==> config.mk <==
export PLATFORM = sky130hd
export DESIGN_NAME = fssr_top
export DESIGN_NICKNAME = d
export VERILOG_FILES = /design/src/fssr_fifo.v /design/src/fssr_flasher.v /design/src/fssr_top.v
export VERILOG_INCLUDE_DIRS = /design/src
export SDC_FILE = /design/constraint.sdc
export NUM_CORES = 1
export LEC_CHECK = 0
export BUFFER_PORTS_ARGS = -buffer_cell sky130_fd_sc_hd__buf_2
export CAP_MARGIN = 20
export CORE_AREA = 3 3 141 143
export DETAILED_ROUTE_END_ITERATION = 8
export DIE_AREA = 0 0 144 146
export PLACE_DENSITY = 0.53
export SLEW_MARGIN = 15
export SYNTH_ARGS = -nofsm -noshare
export SYNTH_HDL_FRONTEND = slang
export SYNTH_HIERARCHICAL = 1
export SYNTH_SLANG_ARGS = --single-unit
export TNS_END_PERCENT = 50
==> constraint.sdc <==
create_clock -name mclk -period 9.02 [get_ports mclk]
set_clock_uncertainty 0.05 [all_clocks]
set_input_delay 0.451 -clock mclk [delete_from_list [all_inputs] [get_ports mclk]]
set_output_delay 0.451 -clock mclk [all_outputs]
set_load 0.1 [all_outputs]
==> src/fssr_consts.vh <==
// Constants for the four stage shift register ring: map, fields, resets.
`ifndef FSSR_CONSTS_VH
`define FSSR_CONSTS_VH

// ----------------------------------------------------------------------
// Register port geometry
// ----------------------------------------------------------------------
`define FSSR_ADDR_W 4
`define FSSR_DATA_W 8

// ----------------------------------------------------------------------
// Register offsets
// ----------------------------------------------------------------------
`define FSSR_OFS_CTRL 4'h0
`define FSSR_OFS_FLASH_LO 4'h1
`define FSSR_OFS_FLASH_HI 4'h2
`define FSSR_OFS_STATUS 4'h3
`define FSSR_OFS_LOG 4'h4

// ----------------------------------------------------------------------
// Field positions
// ----------------------------------------------------------------------
`define FSSR_CTRL_RUN_BIT 0
`define FSSR_CTRL_SOFT_CLR_BIT 1
`define FSSR_CTRL_OVF_CLR_BIT 2
`define FSSR_ST_LATCH_BIT 4
`define FSSR_ST_EMPTY_BIT 5
`define FSSR_ST_FULL_BIT 6
`define FSSR_ST_OVF_BIT 7
`define FSSR_LOG_VALID_BIT 7

// ----------------------------------------------------------------------
// Reset values
// ----------------------------------------------------------------------
`define FSSR_CTRL_RST 8'h00
`define FSSR_FLASH_RST 16'h01f4

// ----------------------------------------------------------------------
// Timing and buffering
// ----------------------------------------------------------------------
`define FSSR_CLK_PERIOD_NS 40
`define FSSR_TICK_NS 1000000
// One millisecond of 40 ns cycles, sized to the prescaler.
`define FSSR_TICK_CYCLES 24'd25000
`define FSSR_LOG_W 4
`define FSSR_LOG_DEPTH 16
`define FSSR_LOG_AW 4

`endif

==> src/fssr_fifo.v <==
// Snapshot FIFO with valid and ready on both sides.
`timescale 1ns/1ps
module fssr_fifo #(
  parameter W = 4,
  parameter DEPTH = 16,
  parameter AW = 4
) (
  input wire mclk,
  input wire rstn,
  input wire in_valid,
  output wire in_ready,
  input wire [W-1:0] in_data,
  output wire out_valid,
  input wire out_ready,
  output wire [W-1:0] out_data
);
  reg [W-1:0] mem [0:DEPTH-1];
  reg [AW-1:0] wr_q;
  reg [AW-1:0] rd_q;
  reg [AW:0] cnt_q;
  wire push;
  wire pop;
  localparam [31:0] DEPTH_W = DEPTH;
  localparam [31:0] LAST_W = DEPTH - 1;
  localparam [AW:0] DEPTH_C = DEPTH_W[AW:0];
  localparam [AW-1:0] LAST_C = LAST_W[AW-1:0];

  assign in_ready = (cnt_q != DEPTH_C);
  assign out_valid = (cnt_q != {(AW+1){1'b0}});
  assign push = in_valid & in_ready;
  assign pop = out_valid & out_ready;
  assign out_data = mem[rd_q];

  always @(posedge mclk) begin
    if (push) begin
      mem[wr_q] <= in_data;
    end
  end

  always @(posedge mclk) begin
    if (!rstn) begin
      wr_q <= {AW{1'b0}};
      rd_q <= {AW{1'b0}};
      cnt_q <= {(AW+1){1'b0}};
    end else begin
      if (push) begin
        wr_q <= (wr_q == LAST_C) ? {AW{1'b0}} : wr_q + 1'b1;
      end
      if (pop) begin
        rd_q <= (rd_q == LAST_C) ? {AW{1'b0}} : rd_q + 1'b1;
      end
      if (push && !pop) begin
        cnt_q <= cnt_q + 1'b1;
      end else if (pop && !push) begin
        cnt_q <= cnt_q - 1'b1;
      end
    end
  end
endmodule // fssr_fifo

==> src/fssr_flasher.v <==
// Free-running flasher timer, toggling every half period of ticks.
`timescale 1ns/1ps
module fssr_flasher #(
  parameter [23:0] TICK_CYCLES = 24'd25000
) (
  input wire mclk,
  input wire rstn,
  input wire [15:0] half_period,
  output reg flash_q
);
  localparam [23:0] TICK_LAST = TICK_CYCLES - 24'h1;
  reg [23:0] presc_q;
  reg [15:0] ticks_q;
  wire tick;
  wire [15:0] limit;

  assign tick = (presc_q >= TICK_LAST);
  // A zero half period would stall the light; it is treated as one tick.
  assign limit = (half_period == 16'h0000) ? 16'h0001 : half_period;

  always @(posedge mclk) begin
    if (!rstn) begin
      presc_q <= 24'h000000;
      ticks_q <= 16'h0000;
      flash_q <= 1'b0;
    end else begin
      presc_q <= tick ? 24'h000000 : presc_q + 24'h000001;
      if (tick) begin
        if (ticks_q + 16'h0001 >= limit) begin
          ticks_q <= 16'h0000;
          flash_q <= ~flash_q;
        end else begin
          ticks_q <= ticks_q + 16'h0001;
        end
      end
    end
  end
endmodule // fssr_flasher

==> src/fssr_top.v <==
// Four stage shift register ring with running-light mode and register port.
//
// The strobed register port and the register addresses were chosen for this implementation.
`timescale 1ns/1ps
`include "fssr_consts.vh"

module fssr_top #(
  parameter [23:0] TICK_CYCLES = `FSSR_TICK_CYCLES
) (
  input wire mclk,
  input wire rstn,
  input wire shift_request_in,
  input wire shift_value_in,
  input wire clear_all_in,
  input wire [`FSSR_ADDR_W-1:0] reg_addr,
  input wire [`FSSR_DATA_W-1:0] reg_wdata,
  input wire reg_wr,
  input wire reg_rd,
  output reg [`FSSR_DATA_W-1:0] reg_rdata_q,
  output reg store_pos_one,
  output reg store_pos_two,
  output reg store_pos_three,
  output reg store_pos_four,
  output reg one_cycle_shift_strobe,
  output reg light_out_one,
  output reg light_out_two,
  output reg light_out_three,
  output reg light_out_four,
  output reg log_ready_q
);

  // --------------------------------------------------------------------
  // Helper functions
  // --------------------------------------------------------------------
  // Address compare shared by the write decodes and the log pop.
  function hit;
    input [`FSSR_ADDR_W-1:0] a;
    input [`FSSR_ADDR_W-1:0] ofs;
    begin
      hit = (a == ofs);
    end
  endfunction

  // --------------------------------------------------------------------
  // Pin synchronisers
  // --------------------------------------------------------------------
  // The pins come from switches and sensors with no relation to mclk, so
  // each passes two flops before the ladder logic sees it.
  reg req_meta_q;
  reg req_sync_q;
  reg val_meta_q;
  reg val_sync_q;
  reg clr_meta_q;
  reg clr_sync_q;

  always @(posedge mclk) begin
    if (!rstn) begin
      req_meta_q <= 1'b0;
      req_sync_q <= 1'b0;
      val_meta_q <= 1'b0;
      val_sync_q <= 1'b0;
      clr_meta_q <= 1'b0;
      clr_sync_q <= 1'b0;
    end else begin
      req_meta_q <= shift_request_in;
      req_sync_q <= req_meta_q;
      val_meta_q <= shift_value_in;
      val_sync_q <= val_meta_q;
      clr_meta_q <= clear_all_in;
      clr_sync_q <= clr_meta_q;
    end
  end

  // --------------------------------------------------------------------
  // Control registers
  // --------------------------------------------------------------------
  reg [`FSSR_DATA_W-1:0] ctrl_q;
  reg [15:0] flash_half_q;
  reg soft_clr_q;
  reg ovf_q;
  wire run_mode;
  wire wr_ctrl;
  wire rd_log;

  assign run_mode = ctrl_q[`FSSR_CTRL_RUN_BIT];
  assign wr_ctrl = reg_wr & hit(reg_addr, `FSSR_OFS_CTRL);
  assign rd_log = reg_rd & hit(reg_addr, `FSSR_OFS_LOG);

  // Only the run bit is stored; the two clear bits are one-cycle commands
  // and always read back as zero.

  always @(posedge mclk) begin
    if (!rstn) begin
      ctrl_q <= `FSSR_CTRL_RST;
      flash_half_q <= `FSSR_FLASH_RST;
      soft_clr_q <= 1'b0;
    end else begin
      // A software clear lasts one cycle and acts like the clear pin.
      soft_clr_q <= wr_ctrl & reg_wdata[`FSSR_CTRL_SOFT_CLR_BIT];
      if (wr_ctrl) begin
        ctrl_q <= {{(`FSSR_DATA_W-1){1'b0}}, reg_wdata[`FSSR_CTRL_RUN_BIT]};
      end
      if (reg_wr && hit(reg_addr, `FSSR_OFS_FLASH_LO)) begin
        flash_half_q[7:0] <= reg_wdata;
      end
      if (reg_wr && hit(reg_addr, `FSSR_OFS_FLASH_HI)) begin
        flash_half_q[15:8] <= reg_wdata;
      end
    end
  end

  // --------------------------------------------------------------------
  // Flasher timer
  // --------------------------------------------------------------------
  // The flasher runs on mclk itself, so it needs no synchroniser; it runs
  // in both modes and only the ring mode listens to it.
  wire flasher_timer;

  fssr_flasher #(
    .TICK_CYCLES(TICK_CYCLES)
  ) u_flasher (
    .mclk(mclk),
    .rstn(rstn),
    .half_period(flash_half_q),
    .flash_q(flasher_timer)
  );

  // --------------------------------------------------------------------
  // Edge to strobe
  // --------------------------------------------------------------------
  reg edge_memory_flag;
  reg first_value_latch;
  wire shift_req;
  wire strobe_d;
  wire clear_all;
  wire inject_wait;

  assign shift_req = run_mode ? flasher_timer : req_sync_q;
  // Pin clear and software clear act alike and share one priority.
  assign clear_all = clr_sync_q | soft_clr_q;
  // In the ring the strobe waits until the injected one is latched; a
  // flasher edge met at mode entry would otherwise light two outputs.
  assign inject_wait = run_mode & ~first_value_latch;
  // The strobe coil is computed from the flag's old contact value, so it
  // can only be high in the one cycle before the flag catches up.
  assign strobe_d = shift_req & ~edge_memory_flag &
                    ~inject_wait;

  always @(posedge mclk) begin
    if (!rstn) begin
      edge_memory_flag <= 1'b0;
      one_cycle_shift_strobe <= 1'b0;
    end else begin
      edge_memory_flag <= shift_req;
      // Registered so storage sees it one cycle later, for one cycle.
      one_cycle_shift_strobe <= strobe_d;
    end
  end

  // --------------------------------------------------------------------
  // Storage ladder
  // --------------------------------------------------------------------
  // Rungs are written top to bottom in one process; the last write to a
  // coil wins, which is what gives clear its priority.
  reg pos1_d;
  reg pos2_d;
  reg pos3_d;
  reg pos4_d;
  reg latch_d;
  wire shift_val;

  // The ring recirculates the last position into the first.
  assign shift_val = run_mode ? store_pos_four : val_sync_q;

  always @* begin
    pos1_d = store_pos_one;
    pos2_d = store_pos_two;
    pos3_d = store_pos_three;
    pos4_d = store_pos_four;
    // Leaving the ring mode drops the latch, so the next entry injects a
    // fresh one; the positions themselves keep their values.
    latch_d = run_mode & first_value_latch;
    // The latch takes output one's contact as of this cycle.
    if (run_mode && store_pos_one) begin
      latch_d = 1'b1;
    end
    if (one_cycle_shift_strobe) begin
      pos4_d = store_pos_three;
      pos3_d = store_pos_two;
      pos2_d = store_pos_one;
      pos1_d = shift_val;
    end
    if (run_mode && !first_value_latch) begin
      pos1_d = 1'b1;
    end
    if (clear_all) begin
      pos1_d = 1'b0;
      pos2_d = 1'b0;
      pos3_d = 1'b0;
      pos4_d = 1'b0;
      latch_d = 1'b0;
    end
  end

  always @(posedge mclk) begin
    if (!rstn) begin
      store_pos_one <= 1'b0;
      store_pos_two <= 1'b0;
      store_pos_three <= 1'b0;
      store_pos_four <= 1'b0;
      first_value_latch <= 1'b0;
      light_out_one <= 1'b0;
      light_out_two <= 1'b0;
      light_out_three <= 1'b0;
      light_out_four <= 1'b0;
    end else begin
      store_pos_one <= pos1_d;
      store_pos_two <= pos2_d;
      store_pos_three <= pos3_d;
      store_pos_four <= pos4_d;
      first_value_latch <= latch_d;
      // Lights copy the positions only in the ring mode, on the same edge.
      light_out_one <= run_mode & pos1_d;
      light_out_two <= run_mode & pos2_d;
      light_out_three <= run_mode & pos3_d;
      light_out_four <= run_mode & pos4_d;
    end
  end

  // --------------------------------------------------------------------
  // Snapshot log
  // --------------------------------------------------------------------
  // After each strobe without a clear the new content of the four positions is queued so
  // software can follow the conveyor without polling every step. When the
  // queue is full the snapshot is dropped and the overflow flag is raised;
  // stalling the ladder instead would break the one-cycle strobe timing.
  reg push_q;
  wire log_in_ready;
  wire log_out_valid;
  wire [`FSSR_LOG_W-1:0] log_out_data;
  wire [`FSSR_LOG_W-1:0] snap;
  wire ovf_clr;

  assign snap = {store_pos_four, store_pos_three, store_pos_two,
                 store_pos_one};
  assign ovf_clr = wr_ctrl & reg_wdata[`FSSR_CTRL_OVF_CLR_BIT];

  fssr_fifo #(
    .W(`FSSR_LOG_W),
    .DEPTH(`FSSR_LOG_DEPTH),
    .AW(`FSSR_LOG_AW)
  ) u_log (
    .mclk(mclk),
    .rstn(rstn),
    .in_valid(push_q),
    .in_ready(log_in_ready),
    .in_data(snap),
    .out_valid(log_out_valid),
    .out_ready(rd_log),
    .out_data(log_out_data)
  );

  always @(posedge mclk) begin
    if (!rstn) begin
      push_q <= 1'b0;
      ovf_q <= 1'b0;
      log_ready_q <= 1'b0;
    end else begin
      // Pushed one cycle after the strobe, when the shifted values stand.
      push_q <= one_cycle_shift_strobe & ~clear_all;
      log_ready_q <= log_in_ready;
      // A drop in the same cycle as the clear keeps the flag set.
      if (push_q && !log_in_ready) begin
        ovf_q <= 1'b1;
      end else if (ovf_clr) begin
        ovf_q <= 1'b0;
      end
    end
  end

  // --------------------------------------------------------------------
  // Read port
  // --------------------------------------------------------------------
  // Unmapped addresses read as zero; writes to them are dropped.
  reg [`FSSR_DATA_W-1:0] rd_mux;

  always @* begin
    rd_mux = {`FSSR_DATA_W{1'b0}};
    case (reg_addr)
      `FSSR_OFS_CTRL: begin
        rd_mux = ctrl_q;
      end
      `FSSR_OFS_FLASH_LO: begin
        rd_mux = flash_half_q[7:0];
      end
      `FSSR_OFS_FLASH_HI: begin
        rd_mux = flash_half_q[15:8];
      end
      `FSSR_OFS_STATUS: begin
        rd_mux[`FSSR_LOG_W-1:0] = snap;
        rd_mux[`FSSR_ST_LATCH_BIT] = first_value_latch;
        rd_mux[`FSSR_ST_EMPTY_BIT] = ~log_out_valid;
        rd_mux[`FSSR_ST_FULL_BIT] = ~log_in_ready;
        rd_mux[`FSSR_ST_OVF_BIT] = ovf_q;
      end
      `FSSR_OFS_LOG: begin
        rd_mux[`FSSR_LOG_W-1:0] = log_out_valid ? log_out_data :
                                  {`FSSR_LOG_W{1'b0}};
        rd_mux[`FSSR_LOG_VALID_BIT] = log_out_valid;
      end
      default: begin
        rd_mux = {`FSSR_DATA_W{1'b0}};
      end
    endcase
  end

  always @(posedge mclk) begin
    if (!rstn) begin
      reg_rdata_q <= {`FSSR_DATA_W{1'b0}};
    end else begin
      // Read data stand only in the cycle after the strobe.
      // A stale word can thus never pass for a fresh answer.
      reg_rdata_q <= reg_rd ? rd_mux : {`FSSR_DATA_W{1'b0}};
    end
  end

endmodule // fssr_top

# ---- Word-level counts from Yosys, hierarchy flattened
# Memory sizes are Yosys's and may differ from the RTL's. A register that Yosys moved wholly into a read port is not among the register bits.
# Cells that the tools add are included.
dict set report totals {
  reg_bits 100
  ramBits 64
  out_inout_bits 18
  wordCells 119
  n_memories 1
}
dict set report op_classes {
  n_addsub 6
  magnitude_cmp 2
  eq_ne 7
  muxes 28
  n_bitwise 24
  n_reduce_logical 20
}
# name words width read_ports rd_clocked_by_memory_dff wr line
set memory_table {}
lappend memory_table {u_log.mem 16 4 1 1 1 fssr_fifo.v:17} ;# reg [W-1:0] mem [0:DEPTH-1];
# cell count
set ops {}
lappend ops {{$mux W16} 2}
lappend ops {{$add A24 B1 Y24 const B} 1}
lappend ops {{$ge A24 B15 Y1 const B} 1}
lappend ops {{$mux W4} 5}
lappend ops {{$pmux W4 S5} 1}
lappend ops {{$add A16 B1 Y16 const B} 1}
lappend ops {{$ge A16 B16 Y1} 1}
lappend ops {{$logic_not A16 Y1} 1}
lappend ops {{$mux W1} 16}
lappend ops {{$and A1 B1 Y1} 15}
lappend ops {{$mux W5} 2}
lappend ops {{$pmux W3 S3} 1}
lappend ops {{$add A4 B1 Y4 const B} 2}
lappend ops {{$eq A4 B2 Y1 const B} 2}
lappend ops {{$eq A4 B4 Y1 const B} 2}
lappend ops {{$not A1 Y1} 8}
lappend ops {{$logic_and A1 B1 Y1} 7}
lappend ops {{$add A5 B1 Y5 const B} 1}
lappend ops {{$ne A5 B5 Y1 const B} 1}
lappend ops {{$reduce_bool A5 Y1} 1}
lappend ops {{$sub A5 B1 Y5 const B} 1}
lappend ops {{$eq A4 B1 Y1 const B} 1}
lappend ops {{$eq A4 B3 Y1 const B} 1}
lappend ops {{$logic_not A1 Y1} 4}
lappend ops {{other kinds (6)} 9}

# ---- Depth between registers and ports, before layout
dict set report logic_depth {
  word_depth 6
  mapped_depth 14
}

# ---- Modules after synthesis
# The synthesis kept the hierarchy.
# module instances cells_each area_each_um2 seq_area_each_um2
set by_module_without_submodules {}
lappend by_module_without_submodules {fssr_fifo 1 212 3399.5 2262.2}
lappend by_module_without_submodules {fssr_flasher 1 263 2234.6 820.8}
lappend by_module_without_submodules {fssr_top 1 201 1873.0 920.9}

# ---- Worst setup path after synthesis
# No wires, ideal clock.
dict set report synth_timing {
  path_type {register to register}
  from {register u_flasher.ticks_q[6]}
  to {register u_flasher.ticks_q[6]}
  setup_time_ns 0.122
  t_arrival_ns 3.359
  path_slack_ns 5.489
  path_stages_with_launch 14
  path_buffers 2
  period_less_slack_ns 3.531
  path_cell_list {dfxtp_1 -> buf_2 -> and4_1 -> nand3_1 -> or3_1 -> or2_2 -> xnor2_1 -> ha_1 -> nand4_2 -> nor3_2 -> or4b_1 -> and4_1 -> clkbuf_1 -> a221o_1}
}
dict set report synth_via {
  elab_chain_len 3
}
# element line
set synth_lines {}
lappend synth_lines {{start, declared} fssr_flasher.v:13} ;# reg [15:0] ticks_q;
lappend synth_lines {{start signal, assigned} fssr_flasher.v:33} ;# ticks_q <= ticks_q + 16'h0001;
lappend synth_lines {{$add A16 B1 Y16 (*)} {fssr_flasher.v:29, fssr_flasher.v:33}}
lappend synth_lines {{$ge A16 B16 Y1} fssr_flasher.v:29} ;# if (ticks_q + 16'h0001 >= limit) begin
lappend synth_lines {{$mux W16 (*)} fssr_flasher.v:29}
# Every way passes the cells marked *; elsewhere a longest branch is shown, timed or not.
# A chain may end at the register's enable or synchronous reset.

# ---- Final worst setup path
dict set report layout_timing {
  from {register u_flasher.ticks_q[6]}
  to {register u_flasher.ticks_q[4]}
}
dict set report layout_via {
  elab_chain_len 3
}
# element line
set layout_lines {}
lappend layout_lines {{$add A16 B1 Y16} fssr_flasher.v:29}
lappend layout_lines {{$ge A16 B16 Y1} fssr_flasher.v:29}
lappend layout_lines {{$mux W16} fssr_flasher.v:29}
# No other way between the ends.

==> impl_metrics.csv <==
group,metric,value,unit
status,status,"completed",
setup_path,cp_cell_sequence,"and4_1 -> nand3_1 -> or3_1 -> or2_2 -> xnor2_1 -> ha_1 -> nand4_2 -> nor3_2 -> or4b_1 -> and4_1 -> a21o_1 -> a22o_1",
clocking,post_cts_buffers,0,
setup_path,cp_max_fo,12,
timing,final.setup.worst_slack,5.196,ns
synthesis,ys_async_sr_fraction,0,%
clocking,cts-resized-gates,0,
synthesis,ys_seq_area_share,53.33,%
timing,final-setup-viol-count,0,
pwr,power_frac_clock,43.9,%
global_routing,antenna_found_initial,0,
run,max-cap-violations,0,
setup_path,crit_slowest_cell,"or4b_1",
timing,finalMaxSlewViolations,0,
setup_path,cp_top_family,"simple AND/OR/NAND/NOR gates",
pwr,comb_power_share,3.9,%
global_routing,track_usage,15.37,%
final_layout,fillerInstances,1714,
setup_path,worst_ep_arrival_time,4.09,ns
global_routing,grt_pass1_wl,25490,um
route,drt_iter0_drc,345,
synthesis,synth.distinct_cells,73,
timing,max_freq,0.2615,GHz
die,design.core.area,18710,um2
timing,fin_crit_sh,42.39,%
clocking,cts_tree,"yes",
clocking,clockBufferDepth,2,
synthesis,syn-instance-count,676,
final_layout,diodes,0,
route,num_vias,5092,
route,routed_wirelength,15810,um
final_layout,fin_nets,761,
die,die_height,146,um
final_layout,area_growth_syn_to_layout,12.45,%
clocking,clk_latency,0.42,ns
pwr,p_int,1171,uW
clocking,cts-root-buf,"clkbuf_16",
route,drcViolationCount,0,
route,vias_per_cell,5.299,
die,initial_core_util,40.13,%
synthesis,ys_ff_latch,168,
pwr,p_switching,352.6,uW
timing,relSlewSlack,30.96,%
synthesis,synth_area,7507,um2
pwr,p_sw_share,23.15,%
global_routing,grt_max_degree,60,
setup_path,cp-end-kind,"flip-flop",
timing,final.setup.tns,0,ns
placement,routabilityCongestion,0.8418,
die,io_pins,37,
setup_path,cpMostUsedCell,"and4_1",
timing,tightest_slew,1.033,ns
route,drt_first_pass_iters,5,
setup_path,crit_type,"flip-flop to flip-flop",
placement,dp_slack,5.193,ns
die,row_count,50,
global_routing,grt_overflow,0,
synthesis,synth_top_area_share,27.73,%
placement,io_buffer_count,36,
clocking,clk_pin_slew,0.07,ns
timing,rsz0062_at_grt,"false",
clocking,cts_hold_buf,0,
pwr,peakVddDrop,0.0001326,V
route,ant_nets,0,
final_layout,regArea,4004,um2
route,wl_per_cell,16.45,um
global_routing,grt_pass1_vias,5020,
pwr,cellPowerDensity,180.4,nW/um2
timing,whs,0.1934,ns
setup_path,max_stage_delay,0.51,ns
clocking,clock_sink_count,168,
final_layout,multi_input_area,3294,um2
timing,period_needed,3.824,ns
clocking,htree_levels,4,
final_layout,drive_gt1_share,15.41,%
synthesis,synth_warnings,6,
synthesis,synth_area_leaders,"dfxtp_1 28%, edfxtp_1 26%, mux4_2 4.8%, ha_1 4.5%, nand3_1 3.4%",
synthesis,synth_ff_type,"dfxtp_1",
die,dieArea,21020,um2
setup_path,cp.required,9.28,ns
hold_path,hold_path_class,"input port to flip-flop",
placement,place_hpwl,11150,um
timing,finalHoldViolations,0,
pwr,seqPwrFrac,52.2,%
synthesis,syn_area_per_cell,11.11,um2
final_layout,finalNonFillerCells,961,
clocking,numCtsBuffers,17,
setup_path,worstPathBufferInverterCount,0,
pwr,leakage,0.003095,uW
synthesis,yosys.area.top_type,"dfxtp_1",
placement,dp_cells,929,
die,die_w,144,um
setup_path,worst_setup_path_start_kind,"flip-flop",
synthesis,synth_edf_count,64,
-- flip-flops by register name, indices dropped and copies added (netlist names), 4 cells and up, named ones only --
name,cells
u_flasher/ticks_q,16
u_log/wr_q,4
reg_rdata_q,8
u_log/rd_q,4
u_log/cnt_q,5
u_log/mem,64
flash_half_q,16
u_flasher/presc_q,24
-- layer usage --
layer  vias up  share of wire [%]  global-route usage [%]
li1       2535                  -                       -
met1      2439                 47                   21.26
met2       107                 48                   24.74
met3        11                4.0                   2.530
met4         0               0.71                   4.614
met5         -                  0                       0
-- layout make-up --
| cell class | instances | area share, % |
|---|---|---|
| inverter | 24 | 1.067 |
| sequential | 168 | 47.43 |
| multi-input combinational | 462 | 39.02 |
| tap | 234 | 3.468 |
| timing repair buffer | 41 | 2.579 |
| clock inverter | 14 | 1.349 |
| clock buffer | 18 | 5.084 |
-- power groups by stage --
stage | Combinational (uW) | Clock, uW | Sequential, uW
2_1_floorplan | 38.6 | 0 | 816
3_3_place_gp | 57.9 | 0 | 812
3_5_place_dp | 58.7 | 0 | 812
4_1_cts | 59.2 | 688 | 795
5_1_grt | 65.5 | 719 | 796
6_report | 59.3 | 668 | 795
-- final timing paths --
check,endpoint,slack [ns],cells after the start,startpoint
worst max-delay path,u_flasher/ticks_q[4],5.20,12,u_flasher/ticks_q[6]
worst min register to register,one_cycle_shift_strobe,0.34,1,edge_memory_flag
worst max register to register,u_flasher/ticks_q[4],5.20,12,u_flasher/ticks_q[6]
worst min-delay path,clr_meta_q,0.19,2,clear_all_in
-- placed cells by master, fill, tap and decap left out, types with 14 or more instances in the layout --
cell type  instances
nor2_1            68
nand2_1           49
xnor2_1           18
dfxtp_1          104
inv_1             24
buf_2             36
and2_1            14
nand3_1           51
mux4_2            16
o21ai_0           16
ha_1              27
a21oi_1           14
edfxtp_1          64
clkbuf_16         17
-- logic make-up (layout without fill, tap and decap cells) --
kind of cell	after synthesis	count (layout)	share of synthesized area (%)
simple gates	254	254	17.35
other cells	1	9	0.04995
flops	168	168	53.33
mux	32	32	7.033
fa+ha+maj	28	28	4.767
compound gates	109	109	10.78
xor+xnor	30	30	3.500
buf+inv	54	97	3.183
-- synthesized netlist by cell type, types with 4 or more instances --
cell      count
nand3_1      51
edfxtp_1     64
nor2_1       68
a221o_1       5
xnor2_1      18
ha_1         27
o21ai_0      16
inv_1        24
nand4_1       6
a21boi_1      5
xor2_1       12
nor4_1        5
o21ai_1       8
a21boi_0     12
mux4_2       16
mux2_2        6
nand2b_1      4
buf_2        14
nand2_1      49
and3_1        8
nor3_1        9
dfxtp_1     104
mux2i_1      10
clkbuf_1     12
and2_1       14
a31oi_1       5
nor2b_1      13
a22oi_1      10
a21oi_1      14
a22o_1        6
-- through the flow --
step,util (%),cell area (um2),power (uW)
final,45.13,8442,1523
after global routing,45.13,8442,1581
after CTS,45.13,8442,1543
after detailed placement,42.23,7899,871.1
after global placement,42.23,7899,870.1
after floorplan,-,7537,854.4
-- worst reg2reg max path: cells and delay by family, from the launching register on --
family / cells / cell delay, ns
AO/OA/AOI/OAI: 2 / 0.40
XOR/XNOR: 1 / 0.13
adder cells (fa/ha/maj): 1 / 0.30
flip-flops: 1 / 0.45
AND/OR/NAND/NOR: 8 / 2.39
(Power assumes the default switching activity.)
